**config.mk**
```make
export PLATFORM = sky130hd
export DESIGN_NAME = eeac_top
export DESIGN_NICKNAME = d
export VERILOG_FILES = /design/src/logic/eeac_pkg.sv /design/src/logic/eeac_top.sv /design/src/logic/eeac_prog_timer.sv
export VERILOG_INCLUDE_DIRS = /design/src /design/src/logic
export SDC_FILE = /design/constraint.sdc
export NUM_CORES = 1
export LEC_CHECK = 0
export BUFFER_PORTS_ARGS = -buffer_cell sky130_fd_sc_hd__buf_2
export CAP_MARGIN = 25
export CORE_ASPECT_RATIO = 0.5
export CORE_UTILIZATION = 55
export DETAILED_ROUTE_END_ITERATION = 12
export GPL_ROUTABILITY_DRIVEN = 0
export PLACE_DENSITY = 0.82
export SYNTH_ARGS = -nofsm -noshare
export SYNTH_HDL_FRONTEND = slang
export SYNTH_HIERARCHICAL = 1
export SYNTH_SLANG_ARGS = --single-unit
```
**constraint.sdc**
```tcl
create_clock -name ref_clk_in -period 3.6 [get_ports ref_clk_in]
set_input_delay 0.18 -clock ref_clk_in [delete_from_list [all_inputs] [get_ports ref_clk_in]]
set_output_delay 0.18 -clock ref_clk_in [all_outputs]
set_load 0.005 [all_outputs]
```
**src/logic/eeac_defines.svh**
```systemverilog
// Offsets, field positions, reset values and timing figures of the EEPROM access controller
`ifndef EEAC_DEFINES_SVH
`define EEAC_DEFINES_SVH

// I/O register offsets
`define EEAC_OFS_CTRL      6'h1c
`define EEAC_OFS_DATA      6'h1d
`define EEAC_OFS_ADDR_LO   6'h1e
`define EEAC_OFS_ADDR_HI   6'h1f

// Control register field positions
`define EEAC_CTRL_MODE_HI  5
`define EEAC_CTRL_MODE_LO  4
`define EEAC_CTRL_RIE      3
`define EEAC_CTRL_MPE      2
`define EEAC_CTRL_PE       1
`define EEAC_CTRL_RE       0

// Reset values
`define EEAC_RST_DATA      8'h00
`define EEAC_RST_MODE      2'h0
`define EEAC_RST_ADDR      9'h000

// Stall and window lengths in system clock cycles
`define EEAC_STALL_PROG    3'h2
`define EEAC_STALL_READ    3'h4
`define EEAC_MPE_WINDOW    3'h4

// Programming times in microseconds, timed by the calibrated oscillator
`define EEAC_T_ATOMIC_US   3400
`define EEAC_T_SPLIT_US    1800
`define EEAC_OSC_KHZ       8000
`define EEAC_TICKS(us)     ((us) * `EEAC_OSC_KHZ / 1000)

`endif

```
**src/logic/eeac_pkg.sv**
```systemverilog
// Types shared by the EEPROM access controller files
package eeac_pkg;

    typedef enum logic [1:0] {
        EEAC_MODE_ATOMIC = 2'h0,
        EEAC_MODE_ERASE  = 2'h1,
        EEAC_MODE_WRITE  = 2'h2,
        EEAC_MODE_RSVD   = 2'h3
    } eeac_mode_t;

    typedef enum logic [2:0] {
        EEAC_ST_IDLE = 3'h1,
        EEAC_ST_PROG = 3'h2,
        EEAC_ST_SKIP = 3'h4
    } eeac_state_t;

    typedef struct packed {
        logic [5:0] addr;
        logic       wr;
        logic       rd;
        logic [7:0] wdata;
    } eeac_io_req_t;

    typedef struct packed {
        logic [8:0] addr;
        logic [7:0] wdata;
        logic       erase;
        logic       write;
        logic       read;
    } eeac_arr_cmd_t;

endpackage : eeac_pkg

```
**src/logic/eeac_top.sv**
```systemverilog
// EEPROM access controller: I/O registers, programming sequencer and read path
//
// How it works
// - High address holds only bit eight
// - Low address holds bits seven to zero
// - Data register: write source, read result
// - Mode selects atomic, erase or write
// - Mode writes ignored while programming enabled
// - Reset clears mode unless programming
// - Ready interrupt while idle and enabled
// - Master enable self-clears after four cycles
// - Program enable starts only under master
// - Program enable stays set until done
// - Programming start stalls CPU two cycles
// - Read fetches byte, stalls four cycles
// - No reads or address changes while busy
// - Control bits seven and six read zero
// - Programming survives system reset
// - Write-only needs prior erase
// - Durations timed by calibrated oscillator
`timescale 1ns/1ps
`default_nettype none

`include "eeac_defines.svh"

module eeac_top
    import eeac_pkg::*;
#(
    parameter int NVM_BYTES    = 512,
    parameter int TICK_W       = 16,
    parameter int ATOMIC_TICKS = `EEAC_TICKS(`EEAC_T_ATOMIC_US),
    parameter int SPLIT_TICKS  = `EEAC_TICKS(`EEAC_T_SPLIT_US)
) (
    input  wire logic          ref_clk_in,
    input  wire logic          rst_n_in,
    input  wire logic          por_n_in,
    input  wire logic          cal_osc_clk_in,
    input  wire eeac_io_req_t  io_req_in,
    input  wire logic          glob_irq_enable_in,
    input  wire logic [7:0]    arr_rdata_in,
    output var  logic [7:0]    io_rdata_out,
    output var  logic          cpu_stall_out,
    output var  logic          ready_irq_out,
    output var  eeac_arr_cmd_t arr_cmd_out
);

    // Implemented address bits follow the array size
    function automatic logic [8:0] addr_mask(input int bytes);
        logic [8:0] m;
        m = 9'h0ff;
        if (bytes <= 128) begin
            m = 9'h07f;
        end else if (bytes > 256) begin
            m = 9'h1ff;
        end
        return m;
    endfunction : addr_mask

    function automatic logic [TICK_W-1:0] mode_ticks(input eeac_mode_t m);
        logic [TICK_W-1:0] t;
        t = TICK_W'(SPLIT_TICKS);
        if (m == EEAC_MODE_ATOMIC) begin
            t = TICK_W'(ATOMIC_TICKS);
        end
        return t;
    endfunction : mode_ticks

    // Register hit for one I/O offset
    function automatic logic reg_hit(input eeac_io_req_t r, input logic [5:0] ofs);
        logic hit;
        hit = r.addr == ofs;
        return hit;
    endfunction : reg_hit

    // Erase half of an operation
    function automatic logic mode_erases(input eeac_mode_t m);
        logic e;
        e = 1'b0;
        if (m == EEAC_MODE_ATOMIC || m == EEAC_MODE_ERASE) begin
            e = 1'b1;
        end
        return e;
    endfunction : mode_erases

    // Write half of an operation; alone it cannot raise cleared bits
    function automatic logic mode_writes(input eeac_mode_t m);
        logic w;
        w = 1'b0;
        if (m == EEAC_MODE_ATOMIC || m == EEAC_MODE_WRITE) begin
            w = 1'b1;
        end
        return w;
    endfunction : mode_writes

    // Stall length for the request that starts this cycle
    function automatic logic [2:0] stall_len(input logic prog, input logic rd);
        logic [2:0] n;
        n = 3'h0;
        if (prog) begin
            n = `EEAC_STALL_PROG;
        end else if (rd) begin
            n = `EEAC_STALL_READ;
        end
        return n;
    endfunction : stall_len

    localparam logic [8:0] ADDR_MASK = addr_mask(NVM_BYTES);

    eeac_state_t       state_q;
    eeac_mode_t        mode_q;
    eeac_mode_t        wr_mode;
    logic              rie_q;
    logic [2:0]        mpe_cnt_q;
    logic              mpe_set;
    logic [2:0]        stall_cnt_q;
    logic [2:0]        stall_cnt_d;
    logic [7:0]        data_q;
    logic [8:0]        addr_q;
    logic              busy;
    logic              pe_bit;
    logic              wr_ctrl;
    logic              wr_data;
    logic              wr_addr_lo;
    logic              wr_addr_hi;
    logic              start_prog;
    logic              start_read;
    logic              start_timer;
    logic              rsvd_start;
    logic              timer_done;
    logic [7:0]        ctrl_view;
    logic [7:0]        rdata_d;

    // Register decode; unmapped offsets read zero and ignore writes
    assign wr_ctrl    = io_req_in.wr && reg_hit(io_req_in, `EEAC_OFS_CTRL);
    assign wr_data    = io_req_in.wr && reg_hit(io_req_in, `EEAC_OFS_DATA);
    assign wr_addr_lo = io_req_in.wr && reg_hit(io_req_in, `EEAC_OFS_ADDR_LO);
    assign wr_addr_hi = io_req_in.wr && reg_hit(io_req_in, `EEAC_OFS_ADDR_HI);

    // Mode used for a start comes from the same write
    assign wr_mode    = eeac_mode_t'(io_req_in.wdata[`EEAC_CTRL_MODE_HI:`EEAC_CTRL_MODE_LO]);

    assign busy    = state_q != EEAC_ST_IDLE;
    assign pe_bit  = busy;
    assign mpe_set = mpe_cnt_q != 3'h0;

    // Start only inside the master window and only when idle
    assign start_prog = wr_ctrl && io_req_in.wdata[`EEAC_CTRL_PE] && mpe_set && !busy;
    // A read is refused during programming; software is expected to poll first
    assign start_read = wr_ctrl && io_req_in.wdata[`EEAC_CTRL_RE] && !busy && !start_prog;

    // Reserved mode never reaches the array
    assign rsvd_start  = start_prog && wr_mode == EEAC_MODE_RSVD;
    assign start_timer = start_prog && !rsvd_start;

    // Timer sits on power-on reset, so it keeps counting through a system reset
    eeac_prog_timer #(
        .CNT_W      (TICK_W)
    ) u_timer (
        .ref_clk_in (ref_clk_in),
        .por_n_in   (por_n_in),
        .osc_clk_in (cal_osc_clk_in),
        .start_in   (start_timer),
        .ticks_in   (mode_ticks(wr_mode)),
        .done_out   (timer_done)
    );

    // Sequencer on power-on reset only, so a system reset cannot cut a cycle short
    always_ff @(posedge ref_clk_in or negedge por_n_in) begin
        if (!por_n_in) begin
            state_q <= EEAC_ST_IDLE;
        end else begin
            case (state_q)
                EEAC_ST_IDLE: begin
                    if (start_prog) begin
                        if (rsvd_start) begin
                            state_q <= EEAC_ST_SKIP;
                        end else begin
                            state_q <= EEAC_ST_PROG;
                        end
                    end
                end
                EEAC_ST_PROG: begin
                    if (timer_done) begin
                        state_q <= EEAC_ST_IDLE;
                    end
                end
                EEAC_ST_SKIP: begin
                    state_q <= EEAC_ST_IDLE;
                end
                default: begin
                    state_q <= EEAC_ST_IDLE;
                end
            endcase
        end
    end

    // Mode field is kept through a system reset while busy
    always_ff @(posedge ref_clk_in or negedge por_n_in) begin
        if (!por_n_in) begin
            mode_q <= eeac_mode_t'(`EEAC_RST_MODE);
        end else if (!rst_n_in) begin
            if (!busy) begin
                mode_q <= eeac_mode_t'(`EEAC_RST_MODE);
            end
        end else if (wr_ctrl && !pe_bit) begin
            mode_q <= wr_mode;
        end
    end

    // Array command: latched address and data for the whole cycle
    always_ff @(posedge ref_clk_in or negedge por_n_in) begin
        if (!por_n_in) begin
            arr_cmd_out <= '0;
        end else begin
            arr_cmd_out.read <= rst_n_in && start_read;
            if (start_prog) begin
                arr_cmd_out.addr  <= addr_q;
                arr_cmd_out.wdata <= data_q;
                // Write-only never erases; an unerased target ends up as the AND of its old byte and the new data
                arr_cmd_out.erase <= mode_erases(wr_mode);
                arr_cmd_out.write <= mode_writes(wr_mode);
            end else if (timer_done || state_q != EEAC_ST_PROG) begin
                arr_cmd_out.erase <= 1'b0;
                arr_cmd_out.write <= 1'b0;
                if (!busy) begin
                    arr_cmd_out.addr <= addr_q;
                end
            end
        end
    end

    // Master program enable window
    always_ff @(posedge ref_clk_in or negedge rst_n_in) begin
        if (!rst_n_in) begin
            mpe_cnt_q <= 3'h0;
        end else if (wr_ctrl && io_req_in.wdata[`EEAC_CTRL_MPE] && !mpe_set) begin
            mpe_cnt_q <= `EEAC_MPE_WINDOW;
        end else if (mpe_set) begin
            mpe_cnt_q <= mpe_cnt_q - 3'h1;
        end
    end

    always_ff @(posedge ref_clk_in or negedge rst_n_in) begin
        if (!rst_n_in) begin
            rie_q <= 1'b0;
        end else if (wr_ctrl) begin
            rie_q <= io_req_in.wdata[`EEAC_CTRL_RIE];
        end
    end

    // CPU stall after a programming start or a read; a new start reloads it
    always_comb begin
        stall_cnt_d = stall_cnt_q;
        if (start_prog || start_read) begin
            stall_cnt_d = stall_len(start_prog, start_read);
        end else if (stall_cnt_q != 3'h0) begin
            stall_cnt_d = stall_cnt_q - 3'h1;
        end
    end

    always_ff @(posedge ref_clk_in or negedge rst_n_in) begin
        if (!rst_n_in) begin
            stall_cnt_q   <= 3'h0;
            cpu_stall_out <= 1'b0;
        end else begin
            stall_cnt_q   <= stall_cnt_d;
            cpu_stall_out <= stall_cnt_d != 3'h0;
        end
    end

    // Data register; the fetched byte lands one cycle after the strobe
    // A capture and a software write in one cycle: the capture wins
    always_ff @(posedge ref_clk_in or negedge rst_n_in) begin
        if (!rst_n_in) begin
            data_q <= `EEAC_RST_DATA;
        end else if (arr_cmd_out.read) begin
            data_q <= arr_rdata_in;
        end else if (wr_data) begin
            data_q <= io_req_in.wdata;
        end
    end

    // Address is frozen while busy; unimplemented bits never store
    always_ff @(posedge ref_clk_in or negedge rst_n_in) begin
        if (!rst_n_in) begin
            addr_q <= `EEAC_RST_ADDR;
        end else if (!busy) begin
            if (wr_addr_lo) begin
                addr_q[7:0] <= io_req_in.wdata & ADDR_MASK[7:0];
            end
            if (wr_addr_hi) begin
                addr_q[8] <= io_req_in.wdata[0] & ADDR_MASK[8];
            end
        end
    end

    // Ready interrupt is a level, not a pulse
    always_ff @(posedge ref_clk_in or negedge rst_n_in) begin
        if (!rst_n_in) begin
            ready_irq_out <= 1'b0;
        end else begin
            ready_irq_out <= rie_q && glob_irq_enable_in && !busy;
        end
    end

    // Read strobe bit always reads back as zero
    always_comb begin
        ctrl_view                     = 8'h00;
        ctrl_view[`EEAC_CTRL_MODE_HI] = mode_q[1];
        ctrl_view[`EEAC_CTRL_MODE_LO] = mode_q[0];
        ctrl_view[`EEAC_CTRL_RIE]     = rie_q;
        ctrl_view[`EEAC_CTRL_MPE]     = mpe_set;
        ctrl_view[`EEAC_CTRL_PE]      = pe_bit;
        ctrl_view[`EEAC_CTRL_RE]      = 1'b0;
    end

    always_comb begin
        rdata_d = 8'h00;
        case (io_req_in.addr)
            `EEAC_OFS_CTRL: begin
                rdata_d = ctrl_view;
            end
            `EEAC_OFS_DATA: begin
                rdata_d = data_q;
            end
            `EEAC_OFS_ADDR_LO: begin
                rdata_d = addr_q[7:0];
            end
            `EEAC_OFS_ADDR_HI: begin
                rdata_d = {7'h00, addr_q[8]};
            end
            default: begin
                rdata_d = 8'h00;
            end
        endcase
    end

    // Registered read data holds until the next read
    always_ff @(posedge ref_clk_in or negedge rst_n_in) begin
        if (!rst_n_in) begin
            io_rdata_out <= 8'h00;
        end else if (io_req_in.rd) begin
            io_rdata_out <= rdata_d;
        end
    end

endmodule : eeac_top

`default_nettype wire

```
**src/logic/eeac_prog_timer.sv**
```systemverilog
// Programming duration timer counting calibrated oscillator periods
`timescale 1ns/1ps
`default_nettype none

module eeac_prog_timer
    import eeac_pkg::*;
#(
    parameter int CNT_W = 16
) (
    input  wire logic             ref_clk_in,
    input  wire logic             por_n_in,
    input  wire logic             osc_clk_in,
    input  wire logic             start_in,
    input  wire logic [CNT_W-1:0] ticks_in,
    output var  logic             done_out
);

    logic             osc_s1_q;
    logic             osc_s2_q;
    logic             osc_s3_q;
    logic             osc_edge;
    logic [CNT_W-1:0] cnt_q;

    always_ff @(posedge ref_clk_in or negedge por_n_in) begin
        if (!por_n_in) begin
            osc_s1_q <= 1'b0;
            osc_s2_q <= 1'b0;
            osc_s3_q <= 1'b0;
        end else begin
            osc_s1_q <= osc_clk_in;
            osc_s2_q <= osc_s1_q;
            osc_s3_q <= osc_s2_q;
        end
    end

    // Rising oscillator edge, seen once stages two and three settle
    assign osc_edge = osc_s2_q && !osc_s3_q;

    always_ff @(posedge ref_clk_in or negedge por_n_in) begin
        if (!por_n_in) begin
            cnt_q    <= '0;
            done_out <= 1'b0;
        end else begin
            done_out <= 1'b0;
            if (start_in) begin
                cnt_q <= ticks_in;
            end else if (osc_edge && cnt_q != '0) begin
                cnt_q <= cnt_q - 1'b1;
                if (cnt_q == CNT_W'(1)) begin
                    done_out <= 1'b1;
                end
            end
        end
    end

endmodule : eeac_prog_timer

`default_nettype wire

```
==> flow_summary.ini <==
[status]
status = finished, violations left
violations = design-rule violations

[synthesis]
synthFlopType = dfrtp_1
ys_seq_elements = 79
synth.avg_cell_area_um2 = 10.74
netlist_instances = 360
synth_edf_count = 0
ys_seq_area_share_pct = 51.17
async_flop_share_pct = 100.0
synth_cell_types = 65
syn_area_um2 = 3866
yosys_warnings = 6

[setup_path]
startpoint = mpe_cnt_q[0]
worstPathArrival_ns = 2.72
slowest_stage = dfrtp_1
path_buf_inv = 3
cp_top_family = buffers and inverters
crit_top_cell = inv_1
setup.worst_path.class = flop to flop
crit_path_cell_trace = inv_1 > ha_1 > nand2b_1 > nand3_1 > or2_1 > a21oi_1 > buf_4 > inv_1 > o311a_1 > a211o_1
path_max_fanout = 19
r2r-start = mpe_cnt_q[0]
cp.required_ns = 3.83
cp-end-kind = flop
crit_path_max_incr_delay_ns = 0.36
start_kind = flop

[place]
dpl.hpwl_um = 5845
pre_cts_ws_ns = 1.177
numPortBuffers = 58
placed_area_um2 = 4254

[route]
drt_iter0_markers = 228
vias = 2988
firstDrtPassIters = 9
drc = 1
avgViaCountPerCell = 5.648
drt-total-wl_um = 8708
drt.antenna.violating_nets = 0
wire_per_inst_um = 16.46

[hold_path]
hp-start = arr_rdata_in[7]
hold_path_class = primary input to flop

[clock_tree]
cts_buffer_depth = 2
numCtsBuffers = 9
cts_resized = 0
clk_pin_slew_worst_paths_ns = 0.06
cts.root.buffer_cell = clkbuf_16
ctsHtreeMaxLevel = 3
clk_latency_ns = 0.34
cts_sinks = 79
cts_tree = done

[sta]
worst_slew_margin_rel_pct = 42.47
clock_skew_ns = 0.007023
hold_violations = 0
max_slew.worst_pin.slew_ns = 0.8510
rsz0062_at_grt = no
post-route-worst-setup-slack_ns = 1.106
finalSetupViolCount = 0
fmax_mhz = 400.9
fin_crit_sh_pct = 69.29
final.setup.tns_ns = 0
drv_slew = 0
fin_crit_ns = 2.494

[global_routing]
grt_overflow = 0
antenna_found_initial = 0
grt_pass1_vias = 2799
globalRouteTotalUtil_pct = 25.59
grt_max_degree = 46
grt_pass1_wl_um = 13930

[power_and_ir_drop]
powerDensity_nw_per_um2 = 575.3
ir_drop_mv = 0.3387
power_leakage_uw = 0.002225

[cells_and_area]
drive_above_1_share_pct = 29.06
final_common_cell = dfrtp_1
multi_input_area_um2 = 1777
nNetsFinal = 468
fill_cells = 504
finalInstanceArea_um2 = 4656
sequential_cell_area_um2 = 1978
syn_to_final_growth_pct = 20.42
final_core_utilization_pct = 69.22
mostFrequentLayoutCells = 78 x dfrtp_1, 58 x buf_2, 43 x nand2_1, 31 x mux2_2, 23 x nor2_1
diodes = 0

[die]
row_count = 21
core_um2 = 6726
die_x_um = 120.6
die_area_um2 = 7389
pin_count = 59
start_util_pct = 57.48
die_y_um = 61.29

[job]
drv_cap = 0
## synthesized netlist by cell type (all sizes together) (6+ instances only)
cell type | n | area share, %
mux2 | 35 | 11
or4 | 9 | 1.7
ha | 7 | 2.3
o21ai | 12 | 1.6
nor4 | 6 | 1.1
nor2 | 24 | 2.4
inv | 19 | 1.8
a31oi | 9 | 1.5
dfrtp | 78 | 50
a21oi | 7 | 0.91
nand2 | 44 | 4.3
nand3 | 13 | 2.3
o22ai | 8 | 1.3
clkbuf | 8 | 0.78
buf | 7 | 1.3
## cell families (layout without fill, tap and decap cells)
logic type               count (synthesis)  in the layout  synth area share [%]
multiplexers                            39             39                 11.62
other                                    2             13                0.1942
flip-flops                              79             79                 51.17
adder cells (fa/ha/maj)                  7              7                 2.265
AND/OR/NAND/NOR                        133            133                 19.16
AO/OA/AOI/OAI                           63             63                 10.97
buffers and inverters                   34            100                 3.948
XOR/XNOR                                 3              3                0.6797
## layout make-up
class                      instances  share of cell area (%)
multi-input combinational        258                   38.16
tap                               92                   2.472
sequential                        79                   42.49
inverter                          19                   1.532
clock inverter                     7                   2.714
timing repair buffer              65                   7.794
clock buffer                       9                   4.837
## where the power goes
group	internal [µW]	switching, µW	leakage [µW]
Combinational	219	251	0.00106
Clock	687	386	0.000169
Sequential	1020	118	0.000999
## registers in the layout, indices dropped and copies added (netlist names)
register / flops
arr_cmd_out: 20
u_timer/cnt_q: 16
addr_q: 9
data_q: 8
io_rdata_out: 8
mpe_cnt_q: 3
stall_cnt_q: 3
state_q: 3
mode_q: 2
cpu_stall_out: 1
ready_irq_out: 1
rie_q: 1
u_timer/done_out: 1
u_timer/osc_s1_q: 1
u_timer/osc_s2_q: 1
u_timer/osc_s3_q: 1
## per-stage QoR
| step | hold slack (ns) | total power (µW) | cells |
|---|---|---|---|
| floorplan | -0.1156 | 1446 | 371 |
| finish | 0.06188 | 2678 | 529 |
| global placement | 0.2925 | 1575 | 509 |
| global route | 0.06444 | 2815 | 529 |
| detailed placement | 0.2905 | 1601 | 509 |
| CTS | 0.05023 | 2690 | 527 |
## final timing paths
kind                                endpoint  slack, ns  cells past startpoint
setup / recovery           u_timer/cnt_q[14]       1.11                     10
setup reg to reg           u_timer/cnt_q[14]       1.11                     10
min in group asynchronous    arr_cmd_out[18]       0.19                      2
max in group asynchronous    io_rdata_out[7]       2.60                      2
hold reg to reg             u_timer/osc_s2_q       0.35                      0
hold / removal                     data_q[7]       0.06                      2
## repair_timing
action,CTS,global route
hold endpoints to repair,35,44
endpoints found under the setup margin,0,0
hold buffers,2,1
setup buffers,0,0
## worst register-to-register path, cell delays in order (launching register included)
cell and delay, ns:
dfrtp_1 0.36, inv_1 0.08, ha_1 0.21, nand2b_1 0.14, nand3_1 0.15, or2_1 0.28
a21oi_1 0.13, buf_4 0.25, inv_1 0.30, o311a_1 0.23, a211o_1 0.26
## layer usage
layer | track usage [%] | share of wire (%) | vias up
met1 | 32.97 | 45 | 1448
met5 | 0 | 0 | -
met2 | 42.12 | 48 | 92
li1 | - | - | 1429
met4 | 12.35 | 2.2 | 0
met3 | 6.296 | 5.4 | 19
(Power assumes the default switching activity.)
